`config.mk`:
```
export PLATFORM = sky130hd
export DESIGN_NAME = flash_command_sequencer
export DESIGN_NICKNAME = d
export VERILOG_FILES = /design/src/flash_seq_pkg.sv /design/src/flash_command_sequencer.sv /design/src/timebase_divider.sv
export SDC_FILE = /design/constraint.sdc
export NUM_CORES = 1
export LEC_CHECK = 0
export ABC_AREA = 1
export ABC_CLOCK_PERIOD_IN_PS = 4500
export BUFFER_PORTS_ARGS = -buffer_cell sky130_fd_sc_hd__buf_4
export CAP_MARGIN = 10
export CORE_MARGIN = 3
export CORE_UTILIZATION = 55
export DETAILED_ROUTE_END_ITERATION = 7
export GPL_TIMING_DRIVEN = 0
export MAX_ROUTING_LAYER = met4
export PLACE_DENSITY = 0.75
export SKIP_CTS_REPAIR_TIMING = 1
export SYNTH_ARGS = -nofsm -noshare
export SYNTH_HDL_FRONTEND = slang
export SYNTH_SLANG_ARGS = --single-unit
```
`constraint.sdc`:
```
create_clock -name clk -period 4.5 [get_ports clk]
set_clock_uncertainty 0.1 [all_clocks]
set_input_delay 0.45 -clock clk [delete_from_list [all_inputs] [get_ports clk]]
set_output_delay 0.45 -clock clk [all_outputs]
set_load 0.02 [all_outputs]
```
`src/flash_seq_pkg.sv`:
```
// shared constants, types and command decode of the flash command sequencer
`default_nettype none
package flash_seq_pkg;

  // ----------------------------------------------------------------------
  // register map (byte addresses)
  // ----------------------------------------------------------------------
  localparam logic [7:0] OFS_CLKDIV  = 8'h00;
  localparam logic [7:0] OFS_STATUS  = 8'h04;
  localparam logic [7:0] OFS_INDEX   = 8'h08;
  localparam logic [7:0] OFS_PARAM   = 8'h0c;
  localparam logic [7:0] OFS_PROTECT = 8'h10;
  localparam logic [7:0] OFS_MARGIN  = 8'h14;

  // ----------------------------------------------------------------------
  // field positions and widths
  // ----------------------------------------------------------------------
  localparam int unsigned DIV_W         = 7;
  localparam int unsigned LOADED_BIT    = 7;
  localparam int unsigned COMPLETE_BIT  = 7;
  localparam int unsigned ACC_ERR_BIT   = 5;
  localparam int unsigned PROT_VIOL_BIT = 4;
  localparam int unsigned IDX_W         = 3;
  localparam int unsigned NWORDS        = 6;
  localparam int unsigned PROT_EN_BIT   = 7;
  localparam int unsigned CODE_LSB      = 8;
  localparam int unsigned ARRAY_SEL_BIT = 7;
  localparam int unsigned MARGIN_W      = 2;

  // ----------------------------------------------------------------------
  // reset values
  // ----------------------------------------------------------------------
  localparam logic [DIV_W-1:0]    RST_DIV     = 7'h00;
  localparam logic [IDX_W-1:0]    RST_INDEX   = 3'h0;
  localparam logic [7:0]          RST_PROTECT = 8'h00;
  localparam logic [MARGIN_W-1:0] MARGIN_NORM = 2'h0;

  // ----------------------------------------------------------------------
  // command codes and durations in time-base ticks (about 1 us each)
  // ----------------------------------------------------------------------
  localparam logic [7:0] CMD_PROG_P       = 8'h06;
  localparam logic [7:0] CMD_ERASE_ALL    = 8'h08;
  localparam logic [7:0] CMD_ERASE_BLOCK  = 8'h09;
  localparam logic [7:0] CMD_ERASE_SECTOR = 8'h0a;
  localparam logic [7:0] CMD_USER_MARGIN  = 8'h0d;
  localparam logic [7:0] CMD_FIELD_MARGIN = 8'h0e;
  localparam logic [7:0] CMD_PROG_D       = 8'h11;

  localparam int unsigned CNT_W = 8;
  localparam logic [CNT_W-1:0] PROG_TICKS   = 8'd20;
  localparam logic [CNT_W-1:0] ERASE_TICKS  = 8'd100;
  localparam logic [CNT_W-1:0] MARGIN_TICKS = 8'd1;

  typedef enum {ST_IDLE, ST_RUN} seq_state_t;

  typedef struct packed {
    logic                 known;
    logic                 prog_erase;
    logic                 mass;
    logic                 margin;
    logic [IDX_W-1:0]     words;
    logic [CNT_W-1:0]     ticks;
  } cmd_info_t;

  typedef struct packed {
    logic complete;
    logic acc_err;
    logic prot_viol;
  } status_t;

  function automatic cmd_info_t decode_cmd(input logic [7:0] code);
    cmd_info_t c;
    c = '0;
    case (code)
      CMD_PROG_P, CMD_PROG_D: begin
        c = '{1'b1, 1'b1, 1'b0, 1'b0, 3'd3, PROG_TICKS};
      end
      CMD_ERASE_SECTOR: begin
        c = '{1'b1, 1'b1, 1'b0, 1'b0, 3'd1, ERASE_TICKS};
      end
      CMD_ERASE_ALL, CMD_ERASE_BLOCK: begin
        c = '{1'b1, 1'b1, 1'b1, 1'b0, 3'd1, ERASE_TICKS};
      end
      CMD_USER_MARGIN, CMD_FIELD_MARGIN: begin
        c = '{1'b1, 1'b0, 1'b0, 1'b1, 3'd2, MARGIN_TICKS};
      end
      default: begin
        c = '0;
      end
    endcase
    return c;
  endfunction

endpackage
`default_nettype wire

```
`src/flash_command_sequencer.sv`:
```
// command launch, sequencing and read arbitration of the flash controller
//
// Behaviour
// - divider write sets the loaded flag
// - loaded flag reads zero until first write
// - program/erase without divider: access error, no run
// - busy: no new launch, parameter writes ignored
// - writing one clears complete flag, launches
// - complete flag low while running, results returned
// - unknown command code sets access error
// - read of busy block is illegal access
// - one array read at a time, arbitrated
// - margin reads follow restricted simultaneous rules
//
// Our own choices: the Wishbone slave port and the register offsets.
`default_nettype none
module flash_command_sequencer
  import flash_seq_pkg::*;
(
  input  wire logic        clk,
  input  wire logic        rst_n,
  input  wire logic        wb_cyc_i,
  input  wire logic        wb_stb_i,
  input  wire logic        wb_we_i,
  input  wire logic [7:0]  wb_adr_i,
  input  wire logic [3:0]  wb_sel_i,
  input  wire logic [31:0] wb_dat_i,
  output logic      [31:0] wb_dat_o,
  output logic             wb_ack_o,
  input  wire logic        prog_rd_req,
  input  wire logic        data_rd_req,
  output logic             prog_rd_gnt,
  output logic             data_rd_gnt,
  output logic             rd_illegal,
  output logic             busy
);

  import flash_seq_pkg::*;

  // ----------------------------------------------------------------------
  // bus decode
  // ----------------------------------------------------------------------
  logic        req;
  logic        wr;
  logic [7:0]  adr;
  logic [15:0] wdat16;
  logic [7:0]  wdat8;
  logic        lane0;
  logic        lane1;

  assign req    = wb_cyc_i && wb_stb_i && !wb_ack_o;
  assign wr     = req && wb_we_i;
  assign adr    = {wb_adr_i[7:2], 2'b00};
  assign lane0  = wb_sel_i[0];
  assign lane1  = wb_sel_i[1];
  assign wdat8  = wb_dat_i[7:0];
  assign wdat16 = wb_dat_i[15:0];

  // ----------------------------------------------------------------------
  // register state
  // ----------------------------------------------------------------------
  logic [DIV_W-1:0]    divide_ratio_field;
  logic                divider_loaded_flag;
  logic                command_complete_flag;
  logic                access_error_flag;
  logic                protection_violation_flag;
  status_t             st;
  logic [IDX_W-1:0]    parameter_index_field;
  logic [15:0]         command_parameter_regs [NWORDS];
  logic [7:0]          protect;
  logic [MARGIN_W-1:0] margin_level;

  seq_state_t          state;
  logic [CNT_W-1:0]    remaining;
  logic                active_data;
  cmd_info_t           act;
  logic                tick;

  // ----------------------------------------------------------------------
  // launch evaluation
  // ----------------------------------------------------------------------
  logic        st_wr;
  logic        launch_try;
  logic        flags_set;
  cmd_info_t   info;
  logic [7:0]  code;
  logic        err_set;
  logic        pv_set;
  logic        start;
  logic        prot_hit;

  // one driver per flag; the struct only gathers them for reading
  assign st         = '{command_complete_flag, access_error_flag,
                        protection_violation_flag};
  assign st_wr      = wr && adr == OFS_STATUS && lane0;
  assign launch_try = st_wr && wdat8[COMPLETE_BIT] && st.complete;
  assign flags_set  = st.acc_err || st.prot_viol;
  assign code       = command_parameter_regs[0][CODE_LSB +: 8];
  assign info       = decode_cmd(code);
  assign prot_hit   = protect[PROT_EN_BIT] && !info.mass
                      && command_parameter_regs[0][6:0] >= protect[6:0];

  // a refused launch leaves the complete flag high
  always_comb begin
    err_set = 1'b0;
    pv_set  = 1'b0;
    start   = 1'b0;
    if (launch_try && !flags_set) begin
      if (!info.known) begin
        err_set = 1'b1;
      end else if (info.prog_erase && !divider_loaded_flag) begin
        err_set = 1'b1;
      end else if (parameter_index_field < info.words - 3'd1) begin
        err_set = 1'b1;
      end else if (info.prog_erase && prot_hit) begin
        pv_set = 1'b1;
      end else begin
        start = 1'b1;
      end
    end
  end

  // ----------------------------------------------------------------------
  // clock divider register
  // ----------------------------------------------------------------------
  // divider writes are ignored mid-command so the running time base holds
  always_ff @(posedge clk) begin
    if (!rst_n) begin
      divide_ratio_field  <= RST_DIV;
      divider_loaded_flag <= 1'b0;
    end else if (wr && adr == OFS_CLKDIV && lane0 && st.complete) begin
      divide_ratio_field  <= wdat8[DIV_W-1:0];
      divider_loaded_flag <= 1'b1;
    end
  end

  timebase_divider #(
    .W (DIV_W)
  ) u_timebase (
    .clk   (clk),
    .rst_n (rst_n),
    .run   (state == ST_RUN),
    .ratio (divide_ratio_field),
    .tick  (tick)
  );

  // ----------------------------------------------------------------------
  // error flags: set wins over a write-one clear
  // ----------------------------------------------------------------------
  always_ff @(posedge clk) begin
    if (!rst_n) begin
      access_error_flag         <= 1'b0;
      protection_violation_flag <= 1'b0;
    end else begin
      if (err_set) begin
        access_error_flag <= 1'b1;
      end else if (st_wr && wdat8[ACC_ERR_BIT]) begin
        access_error_flag <= 1'b0;
      end
      if (pv_set) begin
        protection_violation_flag <= 1'b1;
      end else if (st_wr && wdat8[PROT_VIOL_BIT]) begin
        protection_violation_flag <= 1'b0;
      end
    end
  end

  // ----------------------------------------------------------------------
  // command sequencer
  // ----------------------------------------------------------------------
  always_ff @(posedge clk) begin
    if (!rst_n) begin
      state       <= ST_IDLE;
      command_complete_flag <= 1'b1;
      remaining   <= '0;
      active_data <= 1'b0;
      act         <= '0;
    end else begin
      case (state)
        ST_IDLE: begin
          if (start) begin
            command_complete_flag <= 1'b0;
            state       <= ST_RUN;
            remaining   <= info.ticks;
            act         <= info;
            active_data <= command_parameter_regs[0][ARRAY_SEL_BIT];
          end
        end
        ST_RUN: begin
          if (tick) begin
            if (remaining <= 8'd1) begin
              command_complete_flag <= 1'b1;
              state   <= ST_IDLE;
            end else begin
              remaining <= remaining - 8'd1;
            end
          end
        end
        default: begin
          state   <= ST_IDLE;
          command_complete_flag <= 1'b1;
        end
      endcase
    end
  end

  logic done;
  assign done = state == ST_RUN && tick && remaining <= 8'd1;

  // margin level changes only when a margin command completes
  always_ff @(posedge clk) begin
    if (!rst_n) begin
      margin_level <= MARGIN_NORM;
    end else if (done && act.margin) begin
      margin_level <= command_parameter_regs[1][MARGIN_W-1:0];
    end
  end

  // ----------------------------------------------------------------------
  // parameter words and index
  // ----------------------------------------------------------------------
  logic prm_wr;
  assign prm_wr = wr && adr == OFS_PARAM && st.complete;

  always_ff @(posedge clk) begin
    if (!rst_n) begin
      for (int i = 0; i < NWORDS; i++) begin
        command_parameter_regs[i] <= '0;
      end
    end else if (done) begin
      // result: 01 for a margin command, 00 otherwise, with the level now in force
      command_parameter_regs[NWORDS-1] <=
        {act.margin ? 8'h01 : 8'h00, 6'h00,
         act.margin ? command_parameter_regs[1][MARGIN_W-1:0]
                    : margin_level};
    end else if (prm_wr && parameter_index_field < IDX_W'(NWORDS)) begin
      if (lane0) begin
        command_parameter_regs[parameter_index_field][7:0] <= wdat16[7:0];
      end
      if (lane1) begin
        command_parameter_regs[parameter_index_field][15:8] <=
          wdat16[15:8];
      end
    end
  end

  always_ff @(posedge clk) begin
    if (!rst_n) begin
      parameter_index_field <= RST_INDEX;
    end else if (wr && adr == OFS_INDEX && lane0 && st.complete) begin
      parameter_index_field <= wdat8[IDX_W-1:0];
    end
  end

  always_ff @(posedge clk) begin
    if (!rst_n) begin
      protect <= RST_PROTECT;
    end else if (wr && adr == OFS_PROTECT && lane0 && st.complete) begin
      protect <= wdat8;
    end
  end

  // ----------------------------------------------------------------------
  // bus answer: ack one cycle after the request, unmapped reads zero
  // ----------------------------------------------------------------------
  logic [31:0] rdat;
  logic [15:0] prm_rd;

  assign prm_rd = parameter_index_field < IDX_W'(NWORDS)
                  ? command_parameter_regs[parameter_index_field]
                  : 16'h0000;

  always_comb begin
    rdat = 32'h0000_0000;
    case (adr)
      OFS_CLKDIV: begin
        rdat[DIV_W-1:0]  = divide_ratio_field;
        rdat[LOADED_BIT] = divider_loaded_flag;
      end
      OFS_STATUS: begin
        rdat[COMPLETE_BIT]  = st.complete;
        rdat[ACC_ERR_BIT]   = st.acc_err;
        rdat[PROT_VIOL_BIT] = st.prot_viol;
      end
      OFS_INDEX:   rdat[IDX_W-1:0]    = parameter_index_field;
      OFS_PARAM:   rdat[15:0]         = prm_rd;
      OFS_PROTECT: rdat[7:0]          = protect;
      OFS_MARGIN:  rdat[MARGIN_W-1:0] = margin_level;
      default:     rdat = 32'h0000_0000;
    endcase
  end

  always_ff @(posedge clk) begin
    if (!rst_n) begin
      wb_ack_o <= 1'b0;
      wb_dat_o <= 32'h0000_0000;
    end else begin
      wb_ack_o <= req;
      if (req && !wb_we_i) begin
        wb_dat_o <= rdat;
      end
    end
  end

  // ----------------------------------------------------------------------
  // read arbitration between the two arrays
  // ----------------------------------------------------------------------
  logic running;
  logic margin_on;
  logic prog_bad;
  logic data_bad;
  logic prog_ok;
  logic data_ok;
  logic prefer_data;

  assign running   = state == ST_RUN;
  assign margin_on = margin_level != MARGIN_NORM;
  // margin reads may not overlap any running algorithm
  assign prog_bad  = prog_rd_req && running
                     && (!active_data || act.mass || margin_on);
  assign data_bad  = data_rd_req && running
                     && (active_data || act.mass || margin_on);
  assign prog_ok   = prog_rd_req && !prog_bad;
  assign data_ok   = data_rd_req && !data_bad;

  // alternate on contention so neither requester starves
  always_ff @(posedge clk) begin
    if (!rst_n) begin
      prog_rd_gnt <= 1'b0;
      data_rd_gnt <= 1'b0;
      prefer_data <= 1'b0;
      rd_illegal  <= 1'b0;
    end else begin
      rd_illegal <= prog_bad || data_bad;
      if (prog_ok && data_ok) begin
        prog_rd_gnt <= !prefer_data;
        data_rd_gnt <= prefer_data;
        prefer_data <= !prefer_data;
      end else begin
        prog_rd_gnt <= prog_ok;
        data_rd_gnt <= data_ok;
      end
    end
  end

  always_ff @(posedge clk) begin
    if (!rst_n) begin
      busy <= 1'b0;
    end else begin
      busy <= start || (running && !done);
    end
  end

endmodule
`default_nettype wire

```
`src/timebase_divider.sv`:
```
// divider that turns the bus clock into the program/erase time-base tick
`default_nettype none
module timebase_divider #(
  parameter int unsigned W = 7
) (
  input  wire logic         clk,
  input  wire logic         rst_n,
  input  wire logic         run,
  input  wire logic [W-1:0] ratio,
  output logic              tick
);

  logic [W-1:0] count;

  // tick once every ratio+1 cycles; restarts when idle so timing is aligned
  always_ff @(posedge clk) begin
    if (!rst_n || !run) begin
      count <= '0;
      tick  <= 1'b0;
    end else if (count >= ratio) begin
      count <= '0;
      tick  <= 1'b1;
    end else begin
      count <= count + 1'b1;
      tick  <= 1'b0;
    end
  end

endmodule
`default_nettype wire

```
==> results of run 1 <==
==> stage by stage <==
| step | instances | hold WS (ns) | worst slack, ns |
|---|---|---|---|
| global route | 1336 | 0.185 | 1.20 |
| finish | 1336 | 0.184 | 1.39 |
| detailed placement | 1305 | 0.356 | 1.46 |
| CTS | 1336 | 0.172 | 1.39 |
| floorplan | 1038 | 0.330 | 2.01 |
| global placement | 1305 | 0.352 | 1.50 |
==> kinds of logic after synthesis <==
kind of cell	after synthesis
AO/OA/AOI/OAI	232
XOR/XNOR	8
adder cells (fa/ha/maj)	19
buffers and inverters	152
flip-flops	197
other	1
AND/OR/NAND/NOR	382
==> routing by layer <==
| metal | global-route usage | part of all wire | up-vias |
|---|---|---|---|
| met3 | 0.0572 | 0.087 | 69 |
| met2 | 0.417 | 0.47 | 384 |
| met1 | 0.339 | 0.41 | 3545 |
| met4 | 0.113 | 0.033 | 0 |
| li1 | - | - | 3580 |
| met5 | - | 0 | - |
==> worst max-delay path: cells and delay by family, from the launching register on <==
| kind | cells | cell delay, ns |
|---|---|---|
| simple gates | 6 | 1.32 |
| compound gates | 2 | 0.51 |
| flops | 1 | 0.35 |
| buf+inv | 2 | 0.21 |
| fa+ha+maj | 1 | 0.26 |
==> synthesized netlist by cell type (3+ instances only) <==
cell type / instances / area, um2
nand4_1: 12 / 75.1
nand3_1: 29 / 145
a22oi_1: 3 / 22.5
dfxtp_1: 69 / 1380
inv_2: 7 / 26.3
o221ai_1: 14 / 123
buf_2: 6 / 30.0
a41oi_1: 4 / 35.0
clkinv_1: 3 / 11.3
ha_1: 19 / 238
nor2_1: 195 / 732
xor2_1: 5 / 43.8
o21bai_1: 3 / 22.5
clkbuf_1: 30 / 113
nand2_1: 113 / 424
buf_4: 16 / 120
inv_1: 89 / 334
nand4_4: 8 / 170
o22ai_1: 9 / 56.3
nor2_2: 4 / 25.0
nor3_1: 6 / 30.0
nand3b_1: 3 / 22.5
o21ai_0: 108 / 541
a21oi_1: 66 / 330
o211ai_1: 13 / 97.6
edfxtp_1: 128 / 3840
or2_2: 3 / 18.8
xnor2_1: 3 / 26.3
==> where the power goes <==
group          internal [W]  switching [W]  total, W  leakage [nW]
combinational     0.0000558       0.000110  0.000165          2.14
clock              0.000765       0.000678   0.00144         0.254
sequential          0.00196      0.0000173   0.00198          1.87
total               0.00278       0.000805   0.00359          4.27
==> registers in the layout (all words and copies together) (netlist names), 2 cells and up, named ones only <==
name,count
margin_level,2
protect,8
act,2
u_timebase.count,7
command_parameter_regs,128
divide_ratio_field,7
wb_dat_o,16
remaining,8
parameter_index_field,3
==> cell type report <==
cell class                 count  area share
clock inverter                10     0.00954
timing repair buffer          51      0.0361
buffer                        52      0.0247
inverter                     100      0.0356
clock buffer                  21      0.0415
tap                          216      0.0255
sequential                   197       0.492
multi-input combinational    689       0.335
==> worst max-delay path by stage <==
stage | startpoint | to | slack [ns] | cells past startpoint
2_1_floorplan | remaining[0]$_SDFFE_PN0P_ | command_parameter_regs[0][0]$_SDFFCE_PN0P_ | 2.01 | 11
3_3_place_gp | remaining[0]$_SDFFE_PN0P_ | command_parameter_regs[4][2]$_SDFFCE_PN0P_ | 1.50 | 11
3_5_place_dp | remaining[0]$_SDFFE_PN0P_ | command_parameter_regs[4][0]$_SDFFCE_PN0P_ | 1.46 | 11
4_1_cts | remaining[0]$_SDFFE_PN0P_ | command_parameter_regs[4][0]$_SDFFCE_PN0P_ | 1.39 | 11
5_1_grt | remaining[0]$_SDFFE_PN0P_ | command_parameter_regs[4][6]$_SDFFCE_PN0P_ | 1.20 | 11
6_report | remaining[0]$_SDFFE_PN0P_ | command_parameter_regs[4][6]$_SDFFCE_PN0P_ | 1.39 | 11
==> results.tsv, run 1 <==
metric	value	unit
ys_warn_count	0	
die_w	136	um
finish.utilization	0.657	
io-pin-count	88	
placed_area	10100	um2
synth_sequential_area_ratio	0.565	
design_area	10600	um2
grt_first_pass_wirelength	36200	um
cpPeakStageDelay	0.48	ns
antenna_found_initial	0	
clockBufferDepth	2	
synth_top_family_by_area	simple AND/OR/NAND/NOR gates	
crit_top_cell	nand2_1	
hold_end	wb_ack_o$_SDFF_PN0_	
htree_levels	4	
hold_violations	0	
grt_pass1_vias	7033	
root_buffer	clkbuf_16	
globalplace.congestion	0.893	
synth_ff_type	edfxtp_1	
synth_mux_area_frac	0	
drcViolationCount	0	
synth_cells	991	
port_buffers	51	
total_power	0.00359	W
ant_nets	0	
multiInputGateArea	3560	um2
cts.clk_slew.worst_paths	0.07	ns
synthArstFlopShare	0	
final_common_cell	nor2_1	
crit_path_end_kind	register	
synth-seq-cells	197	
num_rows	46	
p_leak	4.27	nW
first_pass_iters	5	
outcome	finished, final reports clean	
synthAdderAreaFrac	0.0257	
diodes	0	
track_usage	0.267	
critPathLaunchType	register	
worstMarginPinSlew	0.967	ns
post_drt_wl_per_cell	17.8	um
n_fill_cell	1318	
routed_wl	23700	um
cts_buffers	17	
synth_edf_count	128	
dieArea	18400	um2
start_util	0.572	
rsz0062_at_grt	false	
cp.required	4.49	ns
r2r_cells	11	
detail_route.vias_per_cell	5.67	
avgSynthCellArea	9.33	um2
cp_slowest_cell	nand2_1	
hold_class	input port to register	
grt_overflow	0	
layout-drive-gt1-share	0.119	
vias	7578	
critPathKind	register to register	
drtIter0Drc	947	
synth_compound_area_frac	0.144	
setup_violations	0	
core_area	16200	um2
synth.cell_area	9250	um2
synth_cell_types	47	
arrival	3.10	ns
die_h	136	um
cts_tree	yes	
final.min_clock_period	3.11	ns
regToRegStartpoint	remaining[0]$_SDFFE_PN0P_	
cts_sinks	197	
synthSimpleGateAreaFrac	0.188	
seq_area	5230	um2
cellPowerDensity	338	nW/um2
maxCapViolations	0	
grt_max_degree	17	
nets	1178	
path_cells	inv_1, ha_1, o21ai_2, nor2_1, nand2_1, nand2_1, a211oi_4, inv_4, nor2_2, nand4_2, nand2_1	
drv_slew	0	
areaGrowthSynthToFinish	14.8	%
min_path_cells	3	
reg2reg_slack	1.39	ns
r2r_end	command_parameter_regs[4][6]$_SDFFCE_PN0P_	
min_period_over_period	0.692	
vdd_drop_max	0.280	mV
layout_common_cells	nor2_1, edfxtp_1, nand2_1	
synth-xor-area-share	0.00758	
hpwlAfterDp	17200	um
relSlewSlack	0.353	
max_freq	321	MHz
clkLatencyLatePin	0.45	ns
tns	0	ns
hold_path_startpoint	wb_stb_i	
worstPathMaxFanout	9	
Note: power is estimated with default switching activity, not from simulation.
==> inputs of run 2 (changes only) <==
ABC_CLOCK_PERIOD_IN_PS = 3100   (was 4500)
clock period = 3.1 ns   (was 4.5 ns; I/O delays follow)
==> run 2 against run 1 <==
Utilization rose by 0.22 points. Die area did not move. Register-to-register slack got worse by 1.2 ns. Critical path depth did not move. Combinational power rose by 48%. Total power rose by 45%. Largest cell class unchanged.
==> results.tsv, run 2 (synthesis results as in run 1) <==
metric	value	unit
hold_violations	0	
io-pin-count	88	
placed_area	10100	um2
grt_overflow	0	
fin_cells	1336	
r2r_end	command_parameter_regs[4][6]$_SDFFCE_PN0P_	
die_h	136	um
areaGrowthSynthToFinish	15.2	%
clockBufferDepth	2	
relSlewSlack	0.370	
die_w	136	um
detail_route.vias_per_cell	5.64	
cts_buffers	17	
first_pass_iters	5	
cp.required	3.13	ns
maxCapViolations	0	
hpwlAfterDp	17200	um
vias	7537	
reg2reg_slack	0.18	ns
cts.clk_slew.worst_paths	0.07	ns
num_rows	46	
critPathKind	register to register	
clkLatencyLatePin	0.44	ns
regToRegStartpoint	remaining[0]$_SDFFE_PN0P_	
dp_slack	0.0637	ns
drcViolationCount	0	
antenna_found_initial	0	
rsz0062_at_grt	false	
dp_cells	1305	
grt_pass1_vias	7033	
crit_path_end_kind	register	
post_drt_wl_per_cell	17.8	um
r2r_cells	11	
fin_ws	0.184	ns
min_path_cells	3	
dieArea	18400	um2
grt_first_pass_wirelength	36200	um
drv_slew	0	
top_regs	command_parameter_regs: 128 flops, wb_dat_o: 16 flops	
worstMarginPinSlew	0.942	ns
min_period_over_period	0.941	
track_usage	0.267	
globalplace.congestion	0.893	
critPathLaunchType	register	
regMostFlops	command_parameter_regs	
outcome	finished, final reports clean	
core_area	16200	um2
max_freq	343	MHz
hold_class	input port to register	
htree_levels	4	
design_area	10700	um2
diodes	0	
setup_violations	0	
grt_max_degree	17	
routed_wl	23800	um
port_buffers	51	
vdd_drop_max	0.401	mV
nets	1178	
ant_nets	0	
worstPathMaxFanout	9	
cellPowerDensity	490	nW/um2
start_util	0.572	
largest_register_ffs	128	
final_common_cell	nor2_1	
root_buffer	clkbuf_16	
layout-drive-gt1-share	0.128	
drtIter0Drc	932	
cts_sinks	197	
p_leak	4.27	nW
arrival	2.95	ns
hold_end	wb_ack_o$_SDFF_PN0_	
layout_common_cells	nor2_1, edfxtp_1, o21ai_0	
cts_tree	yes	
critPathLaunch	remaining[0]$_SDFFE_PN0P_	
final.min_clock_period	2.92	ns
hold_path_startpoint	wb_stb_i	
==> run 2: cell counts in the layout (fill, tap and decap cells not counted) <==
Identical to the previous run, type by type.
==> run 2: report_power, final <==
part / internal [W] / switching [W] / total (W)
Clock: 0.00111 / 0.000988 / 0.00210
Sequential: 0.00285 / 0.0000250 / 0.00288
Combinational: 0.0000830 / 0.000161 / 0.000244
Total: 0.00404 / 0.00117 / 0.00522
==> run 2: routing by layer <==
metal	GRT usage	vias up	part of all wire
met4	0.113	0	0.029
met5	-	-	0
met3	0.0572	54	0.086
met1	0.339	3539	0.41
met2	0.417	358	0.48
li1	-	3586	-
==> run 2: worst max-delay path by stage <==
stage,to,cells after the start
CTS,command_parameter_regs[4][0]$_SDFFCE_PN0P_,11
detailed placement,command_parameter_regs[4][0]$_SDFFCE_PN0P_,11
global placement,command_parameter_regs[4][2]$_SDFFCE_PN0P_,11
finish,command_parameter_regs[4][6]$_SDFFCE_PN0P_,11
floorplan,command_parameter_regs[0][0]$_SDFFCE_PN0P_,11
global route,command_parameter_regs[4][12]$_SDFFCE_PN0P_,11
==> run 2: critical path: stages, from the launching register on <==
cell and delay (ns):
dfxtp_1 0.35, inv_1 0.09, ha_1 0.26, o21ai_2 0.18
nor2_1 0.06, nand2_1 0.14, nand2_1 0.16, a211oi_4 0.33
inv_4 0.12, nor2_2 0.16, nand4_2 0.34, nand2_4 0.30
==> run 2: per-stage QoR <==
step | power, W | utilization | setup TNS, ns | hold WS (ns)
floorplan | 0.00307 | - | 0 | 0.330
global placement | 0.00316 | 0.623 | 0 | 0.352
detailed placement | 0.00317 | 0.623 | 0 | 0.356
CTS | 0.00521 | 0.657 | -0.0465 | 0.0322
global route | 0.00534 | 0.659 | 0 | 0.0446
finish | 0.00522 | 0.659 | 0 | 0.0441
==> run 2: final cells by class <==
cell class / instances / area, um2
inverters: 100 / 378
clock inverters: 10 / 101
repair buffers: 51 / 383
clock buffers: 21 / 440
multi-input cells: 689 / 3590
flip-flops and latches: 197 / 5230
fillers: 1309 / 5520
well taps: 216 / 270
plain buffers: 52 / 263
==> inputs of run 3 (changes only) <==
SYNTH_HIERARCHICAL = 1   (was unset)
==> run 3 against run 2 <==
Cell area up 2.6%. Utilization down 0.41 points. Count of clock-buffer cells in the layout down 4. Synthesized cell count up 1.2%. Synthesized area up 2.5%. Maximum frequency up 3.6%. Critical endpoint is now command_parameter_regs[1][3]$_SDFFCE_PN0P_. Sequential power about the same. Critical path depth up 1. Non-clock buffer count up 2. Routed wire length down 1.3%.
==> results.tsv, run 3 <==
metric	value	unit
diodes	0	
dieArea	18900	um2
tns	0	ns
cts_tree	yes	
layout_common_cells	nor2_1, edfxtp_1, nand2_1	
yosys.area.top_type	edfxtp_1	
synth_ff_type	edfxtp_1	
placed_area	10300	um2
max_freq	355	MHz
routed_wl	23500	um
path_cells	inv_1, ha_1, or2_0, nand4_1, nor2_2, nor2_4, nand2_1, a21oi_2, inv_2, nor2_8, nand4_4, nand2_1	
detail_route.vias_per_cell	5.57	
areaGrowthSynthToFinish	15.3	%
io-pin-count	88	
yosys.area.top_type_share	0.405	
post_drt_wl_per_cell	17.4	um
ys_warn_count	6	
clkLatencyLatePin	0.43	ns
synth_sequential_area_ratio	0.551	
cellPowerDensity	497	nW/um2
die_h	137	um
grt_first_pass_wirelength	36400	um
drtIter0Drc	860	
regToRegStartpoint	remaining[0]$_SDFFE_PN0P_	
critPathLaunchType	register	
globalplace.congestion	0.929	
drcViolationCount	0	
start_util	0.568	
cpPeakStageDelay	0.38	ns
dp_slack	0.262	ns
fin_cells	1353	
r2r_end	command_parameter_regs[1][3]$_SDFFCE_PN0P_	
final_common_cell	nor2_1	
p_leak	4.43	nW
hold_class	input port to register	
regMostFlops	command_parameter_regs	
setup_violations	0	
drv_slew	0	
cts_buffers	17	
cp.required	3.09	ns
r2r_cells	12	
cts.clk_slew.worst_paths	0.07	ns
die_w	137	um
maxCapViolations	0	
n_fill_cell	1332	
antenna_found_initial	0	
fin_ws	0.286	ns
crit_path_end_kind	register	
grt_max_degree	19	
synth.cell_area	9480	um2
critPathKind	register to register	
outcome	finished, final reports clean	
design_area	10900	um2
clockBufferDepth	2	
htree_levels	4	
vias	7531	
reg2reg_slack	0.29	ns
hold_end	prog_rd_gnt$_SDFF_PN0_	
crit_family	simple AND/OR/NAND/NOR gates	
synth_cells	1003	
grt_overflow	0	
hold_violations	0	
worstMarginPinSlew	0.798	ns
synth_edf_count	128	
cp_slowest_cell	nand2_1	
vdd_drop_max	0.373	mV
synth_most_common_cell	nor2_1	
min_period_over_period	0.908	
port_buffers	51	
worstPathMaxFanout	9	
hold_path_startpoint	data_rd_req	
synth-seq-cells	197	
critPathBufInv	2	
avgSynthCellArea	9.45	um2
synth_cell_types	55	
final.min_clock_period	2.81	ns
hpwlAfterDp	17200	um
rsz0062_at_grt	false	
relSlewSlack	0.468	
cts_sinks	197	
synthArstFlopShare	0	
synth_area_leaders	edfxtp_1, dfxtp_1, nor2_1	
core_area	16700	um2
crit_top_cell	nand2_1	
first_pass_iters	6	
min_path_cells	2	
ant_nets	0	
track_usage	0.262	
ys_top_cells_by_count	nor2_1, edfxtp_1, nand2_1	
largest_register_ffs	128	
nets	1190	
arrival	2.80	ns
grt_pass1_vias	6945	
num_rows	47	
top_regs	command_parameter_regs: 128 flops, wb_dat_o: 16 flops	
layout-drive-gt1-share	0.137	
dp_cells	1321	
root_buffer	clkbuf_16	
-- run 3: cell types whose count changed after synthesis, sizes merged, moves of 2 or more --
cell / before / now
o21ai: 111 / 91
nand2: 115 / 129
mux2i: 0 / 13
nor2: 200 / 213
o32ai: 0 / 8
a21oi: 66 / 59
o22ai: 9 / 2
nand3: 30 / 34
buf: 22 / 25
o211ai: 13 / 10
a21boi: 0 / 2
nand3b: 3 / 1
-- run 3: cell type report --
cell class	count	area (um2)	share of cell area
multi-input combinational	698	3750	0.343
buffer	54	300	0.0275
timing repair buffer	51	383	0.0350
clock buffer	17	425	0.0389
inverter	101	380	0.0348
sequential	197	5230	0.478
tap	220	275	0.0252
clock inverter	15	190	0.0174
-- run 3: per-layer routing --
layer,GRT usage,vias up,part of all wire
li1,-,3606,-
met1,0.343,3513,0.41
met2,0.405,358,0.47
met3,0.0562,54,0.096
met4,0.0970,0,0.027
met5,-,-,0
-- run 3: worst max path at each step --
stage | from | endpoint | slack, ns | depth (start not counted)
after floorplan | remaining[0]$_SDFFE_PN0P_ | command_parameter_regs[0][10]$_SDFFCE_PN0P_ | 0.71 | 12
after global placement | remaining[0]$_SDFFE_PN0P_ | command_parameter_regs[4][15]$_SDFFCE_PN0P_ | 0.29 | 11
after detailed placement | remaining[0]$_SDFFE_PN0P_ | command_parameter_regs[4][15]$_SDFFCE_PN0P_ | 0.26 | 11
after CTS | remaining[0]$_SDFFE_PN0P_ | command_parameter_regs[4][10]$_SDFFCE_PN0P_ | 0.25 | 11
after global routing | remaining[0]$_SDFFE_PN0P_ | command_parameter_regs[4][4]$_SDFFCE_PN0P_ | 0.09 | 11
final | remaining[0]$_SDFFE_PN0P_ | command_parameter_regs[1][3]$_SDFFCE_PN0P_ | 0.29 | 12
-- run 3: cell families (layout without fill, tap and decap cells) --
family,count (synthesis),count (layout),synth area share
muxes,13,13,0.0137
adders and majority gates,19,19,0.0251
AOI/OAI and AO/OA,202,202,0.127
xor gates and xnor gates,8,8,0.00739
buffers and inverters,155,238,0.0718
and+or+nand+nor,408,408,0.203
other,1,48,0.000395
DFF,197,197,0.551
-- run 3: worst reg2reg max path: cells and delay by family (launching register included) --
kind / cells / cell delay, ns
simple gates: 8 / 1.46
fa+ha+maj: 1 / 0.24
flops: 1 / 0.34
compound gates: 1 / 0.16
buf+inv: 2 / 0.18
-- run 3: metrics by stage --
stage / util / power [W] / hold slack (ns)
after detailed placement: 0.618 / 0.00317 / 0.357
after floorplan: - / 0.00307 / 0.326
after CTS: 0.655 / 0.00544 / -0.00589
after global routing: 0.655 / 0.00559 / 0.00672
final: 0.655 / 0.00543 / 0.00927
after global placement: 0.618 / 0.00317 / 0.347
-- run 3: report_power, final --
part           total, W  leakage, nW  switching, W  internal, W
combinational  0.000249         2.25      0.000166    0.0000830
clock           0.00231        0.301       0.00102      0.00129
sequential      0.00287         1.88     0.0000228      0.00285
total           0.00543         4.43       0.00121      0.00422
